`config.mk`:
```
export PLATFORM = sky130hd
export DESIGN_NAME = gated_timer_counter
export DESIGN_NICKNAME = d
export VERILOG_FILES = /design/src/gtc_pkg.sv /design/src/edge_cond_if.sv /design/src/ext_edge_cond.sv /design/src/gated_timer_counter.sv
export VERILOG_INCLUDE_DIRS = /design/src
export SDC_FILE = /design/constraint.sdc
export NUM_CORES = 1
export LEC_CHECK = 0
export ABC_AREA = 1
export BUFFER_PORTS_ARGS = -buffer_cell sky130_fd_sc_hd__buf_2
export CAP_MARGIN = 5
export CORE_MARGIN = 5
export CORE_UTILIZATION = 35
export DETAILED_ROUTE_END_ITERATION = 8
export SYNTH_ARGS = -nofsm -noshare
export SYNTH_HDL_FRONTEND = slang
export SYNTH_SLANG_ARGS = --single-unit
```
`constraint.sdc`:
```
create_clock -name clk_sys_i -period 1.72 [get_ports clk_sys_i]
set_input_delay 0.516 -clock clk_sys_i [delete_from_list [all_inputs] [get_ports clk_sys_i]]
set_output_delay 0.516 -clock clk_sys_i [all_outputs]
set_load 0.05 [all_outputs]
```
`src/gtc_consts.svh`:
```
// Purpose: Constant values for the gated sixteen bit timer counter
// Assumes: Included by bare name from design files
// Notes:   Definitions only
`ifndef GTC_CONSTS_SVH
`define GTC_CONSTS_SVH

`define GTC_COUNT_RESET   16'h0000
`define GTC_COUNT_MAX     16'hFFFF
`define GTC_COUNT_ONE     16'h0001
`define GTC_PHASE_LAST    2'h3
`define GTC_PHASE_ONE     2'h1
`define GTC_PRESC_ONE     3'h1
`define GTC_PRESC_RESET   3'h0
`define GTC_HIGH_LSB      8
`define GTC_BYTE_W        8

`endif

```
`src/gtc_pkg.sv`:
```
// Purpose: Types shared by the timer counter files
// Assumes: Nothing
// Notes:   Encodings of the clock select field and pulse sequencer
package gtc_pkg;

  typedef enum logic [1:0] {
    SRC_INSTR = 2'b00,
    SRC_SYS   = 2'b01,
    SRC_EXT   = 2'b10,
    SRC_RSVD  = 2'b11
  } clk_src_e;

  typedef enum logic [1:0] {
    PULSE_IDLE = 2'b00,
    PULSE_WAIT = 2'b01,
    PULSE_RUN  = 2'b10
  } pulse_state_e;

endpackage

```
`src/edge_cond_if.sv`:
```
// Purpose: Carrier between the timer core and the external edge conditioner
// Assumes: One clock domain
// Notes:   Timer drives level and controls, conditioner returns edge pulse
`timescale 1ns/1ps
interface edge_cond_if;
  logic lvl;
  logic sync_en;
  logic disarm;
  logic rise;
  logic armed;
  modport timer (output lvl, output sync_en, output disarm, input rise, input armed);
  modport cond  (input lvl, input sync_en, input disarm, output rise, output armed);
endinterface

```
`src/ext_edge_cond.sv`:
```
// Purpose: Conditions the external count source into a rising edge pulse
// Assumes: Source level arrives synchronous to clk_sys_i on the direct path
// Notes:   A falling edge must be seen before any counting rising edge
`timescale 1ns/1ps
module ext_edge_cond #(
  parameter int SYNC_STAGES = 2
) (
  input  wire logic clk_sys_i,
  input  wire logic sys_rst_i,
  input  wire logic clk_en_i,
  edge_cond_if.cond ec
);
  `include "gtc_consts.svh"

  initial begin
    if (SYNC_STAGES < 2) $error("SYNC_STAGES must be at least 2");
  end

  logic [SYNC_STAGES-1:0] sync_chain;
  logic                   picked;
  logic                   prev;
  logic                   armed;
  logic                   rise;

  // ************************************************************
  // Resampling chain and path select
  // ************************************************************
  // Resample the source; first stage feeds only the next stage
  always_ff @(posedge clk_sys_i or posedge sys_rst_i) begin
    if (sys_rst_i) begin
      sync_chain <= '0;
    end else if (clk_en_i) begin
      sync_chain <= {sync_chain[SYNC_STAGES-2:0], ec.lvl};
    end
  end

  // Synchronized or direct path
  assign picked = ec.sync_en ? sync_chain[SYNC_STAGES-1] : ec.lvl;

  // ************************************************************
  // Edge detection and falling edge arming
  // ************************************************************
  // Previous level and arming; disarm wins over a coincident fall
  always_ff @(posedge clk_sys_i or posedge sys_rst_i) begin
    if (sys_rst_i) begin
      prev  <= 1'b0;
      armed <= 1'b0;
    end else if (clk_en_i) begin
      prev <= picked;
      if (ec.disarm) begin
        armed <= 1'b0;
      end else if (prev && !picked) begin
        armed <= 1'b1;
      end
    end
  end

  // Rising edge counts only once armed
  assign rise     = armed && !prev && picked && !ec.disarm;
  assign ec.rise  = rise;
  assign ec.armed = armed;

  property p_rise_needs_arm;
    @(posedge clk_sys_i) disable iff (sys_rst_i)
      rise |-> $past(armed) || $past(prev && !picked);
  endproperty
  a_rise_needs_arm: assert property (p_rise_needs_arm) else $error("edge counted without a prior fall");

  property p_disarm_clears;
    @(posedge clk_sys_i) disable iff (sys_rst_i)
      (clk_en_i && ec.disarm) |=> !armed;
  endproperty
  a_disarm_clears: assert property (p_disarm_clears) else $error("arming survived disarm");

endmodule // ext_edge_cond

```
`src/gated_timer_counter.sv`:
```
// Purpose: Gated sixteen bit up-counter with selectable count source
// Assumes: clk_sys_i is the system clock; instruction cycle is four clocks
// Notes:   Control bits are plain ports; count bytes written by strobes
`timescale 1ns/1ps
// Contract
// - Sixteen bit up-counter, read and written as high and low bytes.
// - Byte write replaces that byte of the live count at once.
// - Internal instruction source advances once per instruction cycle.
// - External source works as timer or counter on its rising edge.
// - Run clear means off; run alone counts; run with gate enable obeys gate.
// - Select 00 instruction, 01 system, 10 pin or crystal, 11 reserved.
// - Internal sources advance at multiples set by the prescaler.
// - System clock source adds four per instruction cycle.
// - Gate pin event may gate the system clock source.
// - External source counts on rising edge of pin or oscillator.
// - External source has synchronized and direct paths.
// - Crystal oscillator circuit serves as a count source.
// - Counter mode needs a falling edge before first counting rising edge.
// - Single pulse: count from gate rise, clear go and set gate event flag on fall.
module gated_timer_counter #(
  parameter int COUNT_W     = 16,
  parameter int SYNC_STAGES = 2
) (
  input  wire logic       clk_sys_i,
  input  wire logic       sys_rst_i,
  input  wire logic       clk_en_i,
  input  wire logic       wr_high_i,
  input  wire logic       wr_low_i,
  input  wire logic [7:0] wr_data_i,
  input  wire logic       run_enable_bit_i,
  input  wire logic       gate_enable_bit_i,
  input  wire logic [1:0] clock_select_field_i,
  input  wire logic       crystal_osc_enable_bit_i,
  input  wire logic       ext_sync_enable_i,
  input  wire logic [1:0] prescale_select_i,
  input  wire logic       gate_polarity_bit_i,
  input  wire logic       single_pulse_mode_bit_i,
  input  wire logic       pulse_go_set_i,
  input  wire logic       overflow_flag_clr_i,
  input  wire logic       gate_event_flag_clr_i,
  input  wire logic       external_count_pin_i,
  input  wire logic       crystal_in_pin_i,
  input  wire logic       gate_input_pin_i,
  output logic      [7:0] count_high_byte_o,
  output logic      [7:0] count_low_byte_o,
  output logic            pulse_go_done_bit_o,
  output logic            gate_value_bit_o,
  output logic            overflow_flag_o,
  output logic            gate_event_flag_o,
  output logic            crystal_out_pin_o
);
  `include "gtc_consts.svh"

  initial begin
    if (COUNT_W != 16) $error("COUNT_W must be 16");
  end

  logic [15:0]           count;
  logic [1:0]            phase;
  logic [2:0]            presc;
  logic [2:0]            presc_mask;
  logic                  raw_tick;
  logic                  permit;
  logic                  tick;
  logic                  wr_any;
  logic                  gate_lvl;
  logic                  gate_rise;
  logic                  gate_fall;
  logic                  pulse_end;
  gtc_pkg::clk_src_e     src;
  gtc_pkg::pulse_state_e pstate;

  edge_cond_if ec ();

  // ************************************************************
  // Source selection
  // ************************************************************
  assign src    = gtc_pkg::clk_src_e'(clock_select_field_i);
  assign wr_any = wr_high_i || wr_low_i;

  // Pin or crystal drives the external path
  assign ec.lvl     = crystal_osc_enable_bit_i ? crystal_in_pin_i : external_count_pin_i;
  assign ec.sync_en = ext_sync_enable_i;
  assign ec.disarm  = wr_any || !run_enable_bit_i;

  ext_edge_cond #(
    .SYNC_STAGES(SYNC_STAGES)
  ) u_edge (
    .clk_sys_i(clk_sys_i),
    .sys_rst_i(sys_rst_i),
    .clk_en_i (clk_en_i),
    .ec       (ec.cond)
  );

  // Instruction cycle phase, four system clocks
  always_ff @(posedge clk_sys_i or posedge sys_rst_i) begin
    if (sys_rst_i) begin
      phase <= 2'h0;
    end else if (clk_en_i) begin
      phase <= phase + `GTC_PHASE_ONE;
    end
  end

  // Raw count events per source
  always_comb begin
    case (src)
      gtc_pkg::SRC_INSTR: raw_tick = (phase == `GTC_PHASE_LAST);
      gtc_pkg::SRC_SYS:   raw_tick = 1'b1;
      gtc_pkg::SRC_EXT:   raw_tick = ec.rise;
      default:            raw_tick = 1'b0;
    endcase
  end

  // ************************************************************
  // Gate logic
  // ************************************************************
  // Polarity picks the permitting level
  assign gate_lvl  = gate_polarity_bit_i ? gate_input_pin_i : !gate_input_pin_i;
  assign gate_rise = gate_lvl && !gate_value_bit_o;
  assign gate_fall = !gate_lvl && gate_value_bit_o;
  assign pulse_end = single_pulse_mode_bit_i && (pstate == gtc_pkg::PULSE_RUN) && gate_fall;

  // Run and gate enables
  always_comb begin
    if (!run_enable_bit_i) begin
      permit = 1'b0;
    end else if (!gate_enable_bit_i) begin
      permit = 1'b1;
    end else if (single_pulse_mode_bit_i) begin
      permit = pulse_go_done_bit_o && (pstate == gtc_pkg::PULSE_RUN) && gate_value_bit_o;
    end else begin
      permit = gate_value_bit_o;
    end
  end

  // Gate value and crystal amplifier output
  always_ff @(posedge clk_sys_i or posedge sys_rst_i) begin
    if (sys_rst_i) begin
      gate_value_bit_o  <= 1'b0;
      crystal_out_pin_o <= 1'b0;
    end else if (clk_en_i) begin
      gate_value_bit_o  <= gate_lvl;
      crystal_out_pin_o <= crystal_osc_enable_bit_i && !crystal_in_pin_i;
    end
  end

  // Single pulse sequencer
  always_ff @(posedge clk_sys_i or posedge sys_rst_i) begin
    if (sys_rst_i) begin
      pstate <= gtc_pkg::PULSE_IDLE;
    end else if (clk_en_i) begin
      case (pstate)
        gtc_pkg::PULSE_IDLE: if (pulse_go_done_bit_o && single_pulse_mode_bit_i) begin
          pstate <= gtc_pkg::PULSE_WAIT;
        end
        gtc_pkg::PULSE_WAIT: if (!single_pulse_mode_bit_i || !pulse_go_done_bit_o) begin
          pstate <= gtc_pkg::PULSE_IDLE;
        end else if (gate_rise) begin
          pstate <= gtc_pkg::PULSE_RUN;
        end
        gtc_pkg::PULSE_RUN: if (!single_pulse_mode_bit_i || gate_fall) begin
          pstate <= gtc_pkg::PULSE_IDLE;
        end
        default: pstate <= gtc_pkg::PULSE_IDLE;
      endcase
    end
  end

  // Go/done: software sets, hardware clears at pulse end
  always_ff @(posedge clk_sys_i or posedge sys_rst_i) begin
    if (sys_rst_i) begin
      pulse_go_done_bit_o <= 1'b0;
    end else if (clk_en_i) begin
      if (pulse_end) begin
        pulse_go_done_bit_o <= 1'b0;
      end else if (pulse_go_set_i) begin
        pulse_go_done_bit_o <= 1'b1;
      end
    end
  end

  // ************************************************************
  // Prescaler and counter
  // ************************************************************
  assign presc_mask = 3'((4'h1 << prescale_select_i) - 4'h1);
  assign tick       = raw_tick && permit && ((presc & presc_mask) == presc_mask) && !wr_any;

  // Prescaler advances on each permitted event
  always_ff @(posedge clk_sys_i or posedge sys_rst_i) begin
    if (sys_rst_i) begin
      presc <= `GTC_PRESC_RESET;
    end else if (clk_en_i) begin
      if (wr_any) begin
        presc <= `GTC_PRESC_RESET;
      end else if (raw_tick && permit) begin
        presc <= presc + `GTC_PRESC_ONE;
      end
    end
  end

  // Live count, byte writes take priority
  always_ff @(posedge clk_sys_i or posedge sys_rst_i) begin
    if (sys_rst_i) begin
      count <= `GTC_COUNT_RESET;
    end else if (clk_en_i) begin
      if (wr_high_i) begin
        count[15:`GTC_HIGH_LSB] <= wr_data_i;
      end
      if (wr_low_i) begin
        count[`GTC_HIGH_LSB-1:0] <= wr_data_i;
      end
      if (tick) begin
        count <= count + `GTC_COUNT_ONE;
      end
    end
  end

  // Byte views of the count
  always_comb begin
    count_high_byte_o = count[15:`GTC_HIGH_LSB];
    count_low_byte_o  = count[`GTC_HIGH_LSB-1:0];
  end

  // Sticky flags; hardware set wins over clear
  always_ff @(posedge clk_sys_i or posedge sys_rst_i) begin
    if (sys_rst_i) begin
      overflow_flag_o   <= 1'b0;
      gate_event_flag_o <= 1'b0;
    end else if (clk_en_i) begin
      if (tick && (count == `GTC_COUNT_MAX)) begin
        overflow_flag_o <= 1'b1;
      end else if (overflow_flag_clr_i) begin
        overflow_flag_o <= 1'b0;
      end
      if (pulse_end) begin
        gate_event_flag_o <= 1'b1;
      end else if (gate_event_flag_clr_i) begin
        gate_event_flag_o <= 1'b0;
      end
    end
  end

  // ************************************************************
  // Assertions
  // ************************************************************
  property p_write_low;
    @(posedge clk_sys_i) disable iff (sys_rst_i)
      (clk_en_i && wr_low_i) |=> count_low_byte_o == $past(wr_data_i);
  endproperty
  a_write_low: assert property (p_write_low) else $error("low byte write lost");

  property p_off_holds;
    @(posedge clk_sys_i) disable iff (sys_rst_i)
      (clk_en_i && !run_enable_bit_i && !wr_any) |=> $stable(count);
  endproperty
  a_off_holds: assert property (p_off_holds) else $error("count moved while off");

  property p_sys_four;
    @(posedge clk_sys_i) disable iff (sys_rst_i)
      (clk_en_i && src == gtc_pkg::SRC_SYS && run_enable_bit_i && !gate_enable_bit_i
       && prescale_select_i == 2'h0 && !wr_any) |=> count == $past(count) + `GTC_COUNT_ONE;
  endproperty
  a_sys_four: assert property (p_sys_four) else $error("system source missed a clock");

  property p_instr_once;
    @(posedge clk_sys_i) disable iff (sys_rst_i)
      (clk_en_i && src == gtc_pkg::SRC_INSTR && phase != `GTC_PHASE_LAST && !wr_any) |=> $stable(count);
  endproperty
  a_instr_once: assert property (p_instr_once) else $error("instruction source counted mid cycle");

  property p_overflow;
    @(posedge clk_sys_i) disable iff (sys_rst_i)
      (clk_en_i && tick && count == `GTC_COUNT_MAX) |=> overflow_flag_o && count == `GTC_COUNT_RESET;
  endproperty
  a_overflow: assert property (p_overflow) else $error("wrap did not set overflow");

  property p_gate_blocks;
    @(posedge clk_sys_i) disable iff (sys_rst_i)
      (clk_en_i && gate_enable_bit_i && !single_pulse_mode_bit_i && !gate_value_bit_o && !wr_any)
      |=> $stable(count);
  endproperty
  a_gate_blocks: assert property (p_gate_blocks) else $error("count moved with gate closed");

  property p_pulse_end;
    @(posedge clk_sys_i) disable iff (sys_rst_i)
      (clk_en_i && pulse_end) |=> !pulse_go_done_bit_o && gate_event_flag_o;
  endproperty
  a_pulse_end: assert property (p_pulse_end) else $error("pulse end not signalled");

  property p_ext_rise;
    @(posedge clk_sys_i) disable iff (sys_rst_i)
      (clk_en_i && src == gtc_pkg::SRC_EXT && ec.rise && run_enable_bit_i && !gate_enable_bit_i
       && prescale_select_i == 2'h0 && !wr_any) |=> count == $past(count) + `GTC_COUNT_ONE;
  endproperty
  a_ext_rise: assert property (p_ext_rise) else $error("external edge not counted");

endmodule // gated_timer_counter

```
==> metrics.csv <==
stage;metric;value;unit
worst_setup_path;cp_max_fo;8;
power_and_ir_drop;switching_share;37.5;%
worst_setup_path;crit_type;flip-flop to flip-flop;
sta;tightest_slew;0.421;ns
worst_setup_path;reg2reg_depth;10;
power_and_ir_drop;power.internal;1.56;mW
final_layout;regArea;807;um2
routing;wl_per_cell;12.4;um
die;die_h;88;um
sta;min_period_over_period;93.7;%
power_and_ir_drop;p_leak;1.46;nW
outcome;status;complete, no violations;
clocking;numClockSinks;32;
placed_design;io_buffers;49;
grt;gr-total-overflow;0;
placed_design;dp_hpwl;4340;um
power_and_ir_drop;switchingPower;0.939;mW
final_layout;area.growth.synth_to_final;28.0;%
sta;grt_setup_unrepaired;yes;
routing;wl;5710;um
grt;grt_pass1_vias;2219;
clocking;cts_tree;yes;
clocking;clockBufferDepth;2;
clocking;clock_tree.root_cell;clkbuf_8;
final_layout;multi_input_area;1200;um2
sta;skew;0.00441;ns
final_layout;fin_nets;415;
logic_synthesis;yosysUniqueCellTypes;26;
die;core_area;5920;um2
logic_synthesis;synth_area;2130;um2
routing;vias;2194;
final_layout;drive_gt1_share;24.5;%
final_layout;fill_cells;627;
hold_path;hold_path_class;input pin to async pin;
clocking;clkSlewWorstSetupHoldPaths;0.07;ns
sta;drv_slew;0;
sta;setup_violations;0;
worst_setup_path;timing.rr.end;count[9];
routing;drt.antenna.violating_nets;0;
power_and_ir_drop;pwr-share-seq;40.0;%
sta;hold_violations;0;
worst_setup_path;end_kind;flip-flop;
clocking;clk_latency;0.28;ns
routing;drt-initial-drc-count;100;
clocking;htreeDepth;2;
placed_design;place.gp.congestion;0.867;
die;io_pins;50;
placed_design;dp_cells;448;
die;die_x;88;um
logic_synthesis;synth_area_per_cell;6.78;um2
run;max_cap_violations;0;
sta;min_period;1.61;ns
routing;route.detailed.drc;0;
power_and_ir_drop;ir_worst_vdd;387;uV
clocking;cts_buffers;5;
logic_synthesis;yosys_register_bits;32;
logic_synthesis;synthCells;314;
worst_setup_path;required;1.94;ns
worst_setup_path;r2r_start;pstate[0];
power_and_ir_drop;pwr-share-comb;31.6;%
grt;grt_usage;15.8;%
die;die_area;7740;um2
worst_setup_path;worst-endpoint-arrival;1.83;ns
grt;antenna_found_initial;0;
logic_synthesis;ys_seq_area_share;37.6;%
logic_synthesis;ys_warn_count;0;
final_layout;n_antenna_cell;0;
sta;fmax;0.620;GHz
final_layout;final_cell_count_no_fill;459;
power_and_ir_drop;pwr-share-clk;28.3;%
die;rows;28;
logic_synthesis;synth_nets;346;
sta;slew_headroom;72.0;%
sta;worst_slack;0.108;ns
sta;whs;0.314;ns
grt;grt_max_degree;33;
power_and_ir_drop;powerDensity;917;nW/um2
routing;vias_per_cell;4.78;
worst_setup_path;rrSetupSlack;0.11;ns
placed_design;pre_cts_ws;-0.113;ns
die;start_util;36.0;%
routing;dr.pass1.iters;4;
worst_setup_path;cp-start-kind;flip-flop;
grt;grt_pass1_wl;9740;um
[cell type report]
type,count,share of cell area (%)
Multi-Input combinational cell,248,44.0
Tap cell,75,3.44
Timing Repair Buffer,69,15.2
Sequential cell,32,29.6
Clock inverter,2,1.29
Inverter,27,3.72
Clock buffer,6,2.66
[metal layers]
layer  share of wire (%)  up-vias  global-route usage (%)
li1                    -     1148                       -
met1                  46      979                    20.2
met2                  47       62                    26.4
met3                 6.4        5                    3.57
met4                0.63        0                    5.02
met5                   0        -                       0
[stage by stage]
step	util (%)	setup TNS, ns	power (mW)	area (um2)
6_report	46.0	0	2.50	2730
4_1_cts	45.4	0	2.49	2690
5_1_grt	46.0	-0.386	2.67	2730
2_1_floorplan	-	0	1.53	2140
3_5_place_dp	43.5	-1.92	1.77	2580
3_3_place_gp	43.5	-1.10	1.75	2580
[cells in the final DEF, fill, tap and decap left out, drive strengths merged, types with 3 or more instances in the layout]
master  instances
o21ai          12
nand4          22
inv            27
ha              3
nand3          19
a21oi           7
nor2           25
nor3            3
clkbuf          6
dfrtp          32
xor2            5
nand2         144
buf            69
nand3b          4
[power groups by stage]
stage                     logic [mW]  registers, mW  clock network [mW]
after global routing           0.880           1.02               0.767
after CTS                      0.756          0.999               0.732
after floorplan                0.353           1.18                   0
after detailed placement       0.754           1.01                   0
final                          0.790           1.00               0.709
after global placement         0.740           1.01                   0
[sequential cells by signal, summed over array words and instances (netlist names)]
| name | cells |
|---|---|
| u_edge.ec.armed | 1 |
| u_edge.sync_chain | 2 |
| count | 16 |
| u_edge.prev | 1 |
| presc | 3 |
| gate_value_bit_o | 1 |
| pstate | 2 |
| phase | 2 |
| pulse_go_done_bit_o | 1 |
| crystal_out_pin_o | 1 |
| gate_event_flag_o | 1 |
| overflow_flag_o | 1 |
[critical path, cell delays in order, from the launching register on]
cell and delay, ns:
dfrtp_1 0.39, inv_2 0.09, nand3_2 0.06, nand2_1 0.08, nand2_2 0.07, a21oi_4 0.20
nand3_4 0.12, buf_4 0.16, a21oi_4 0.24, nand2_1 0.08, nand2_1 0.06
[worst max-delay path by stage]
stage	start	endpoint	slack [ns]	cells after the start
after global placement	wr_low_i	count[0]	-0.07	11
after floorplan	count[4]	count[15]	0.0003	9
after global routing	pstate[0]	count[5]	-0.04	10
after CTS	phase[0]	presc[2]	0.11	8
final	pstate[0]	count[9]	0.11	10
after detailed placement	wr_low_i	presc[2]	-0.11	11
[synth_stat cells (all sizes together)]
cell type    n  area share [%]
a21oi        7             3.4
nor2        25             4.5
dfrtp       32              38
nor3         3            0.70
nand3       19             5.1
nand4       22             6.5
o21bai       1            0.35
nand3b       4             1.4
o21ai       12             2.8
nand2      144              26
inv         27             4.8
buf          4             1.2
clkbuf       3            0.53
xnor2        1            0.41
a22oi        1            0.35
xor2         5             2.1
ha           3             1.8
a21o         1            0.35
[logic make-up (layout without fill, tap and decap cells)]
family	Yosys count	after routing	synth area share (%)
flops	32	32	37.6
simple gates	217	217	44.4
compound gates	22	22	7.29
xor+xnor	6	6	2.47
buf+inv	34	104	6.52
fa+ha+maj	3	3	1.76
[what timing repair did]
item | in CTS | in global routing
setup endpoints to repair | 0 | 19
setup buffers | 0 | 3
endpoints found under the hold margin | 0 | 0
gates resized for setup | 0 | 5
hold buffers | 0 | 0
Note: power is estimated with default switching activity, not from simulation.
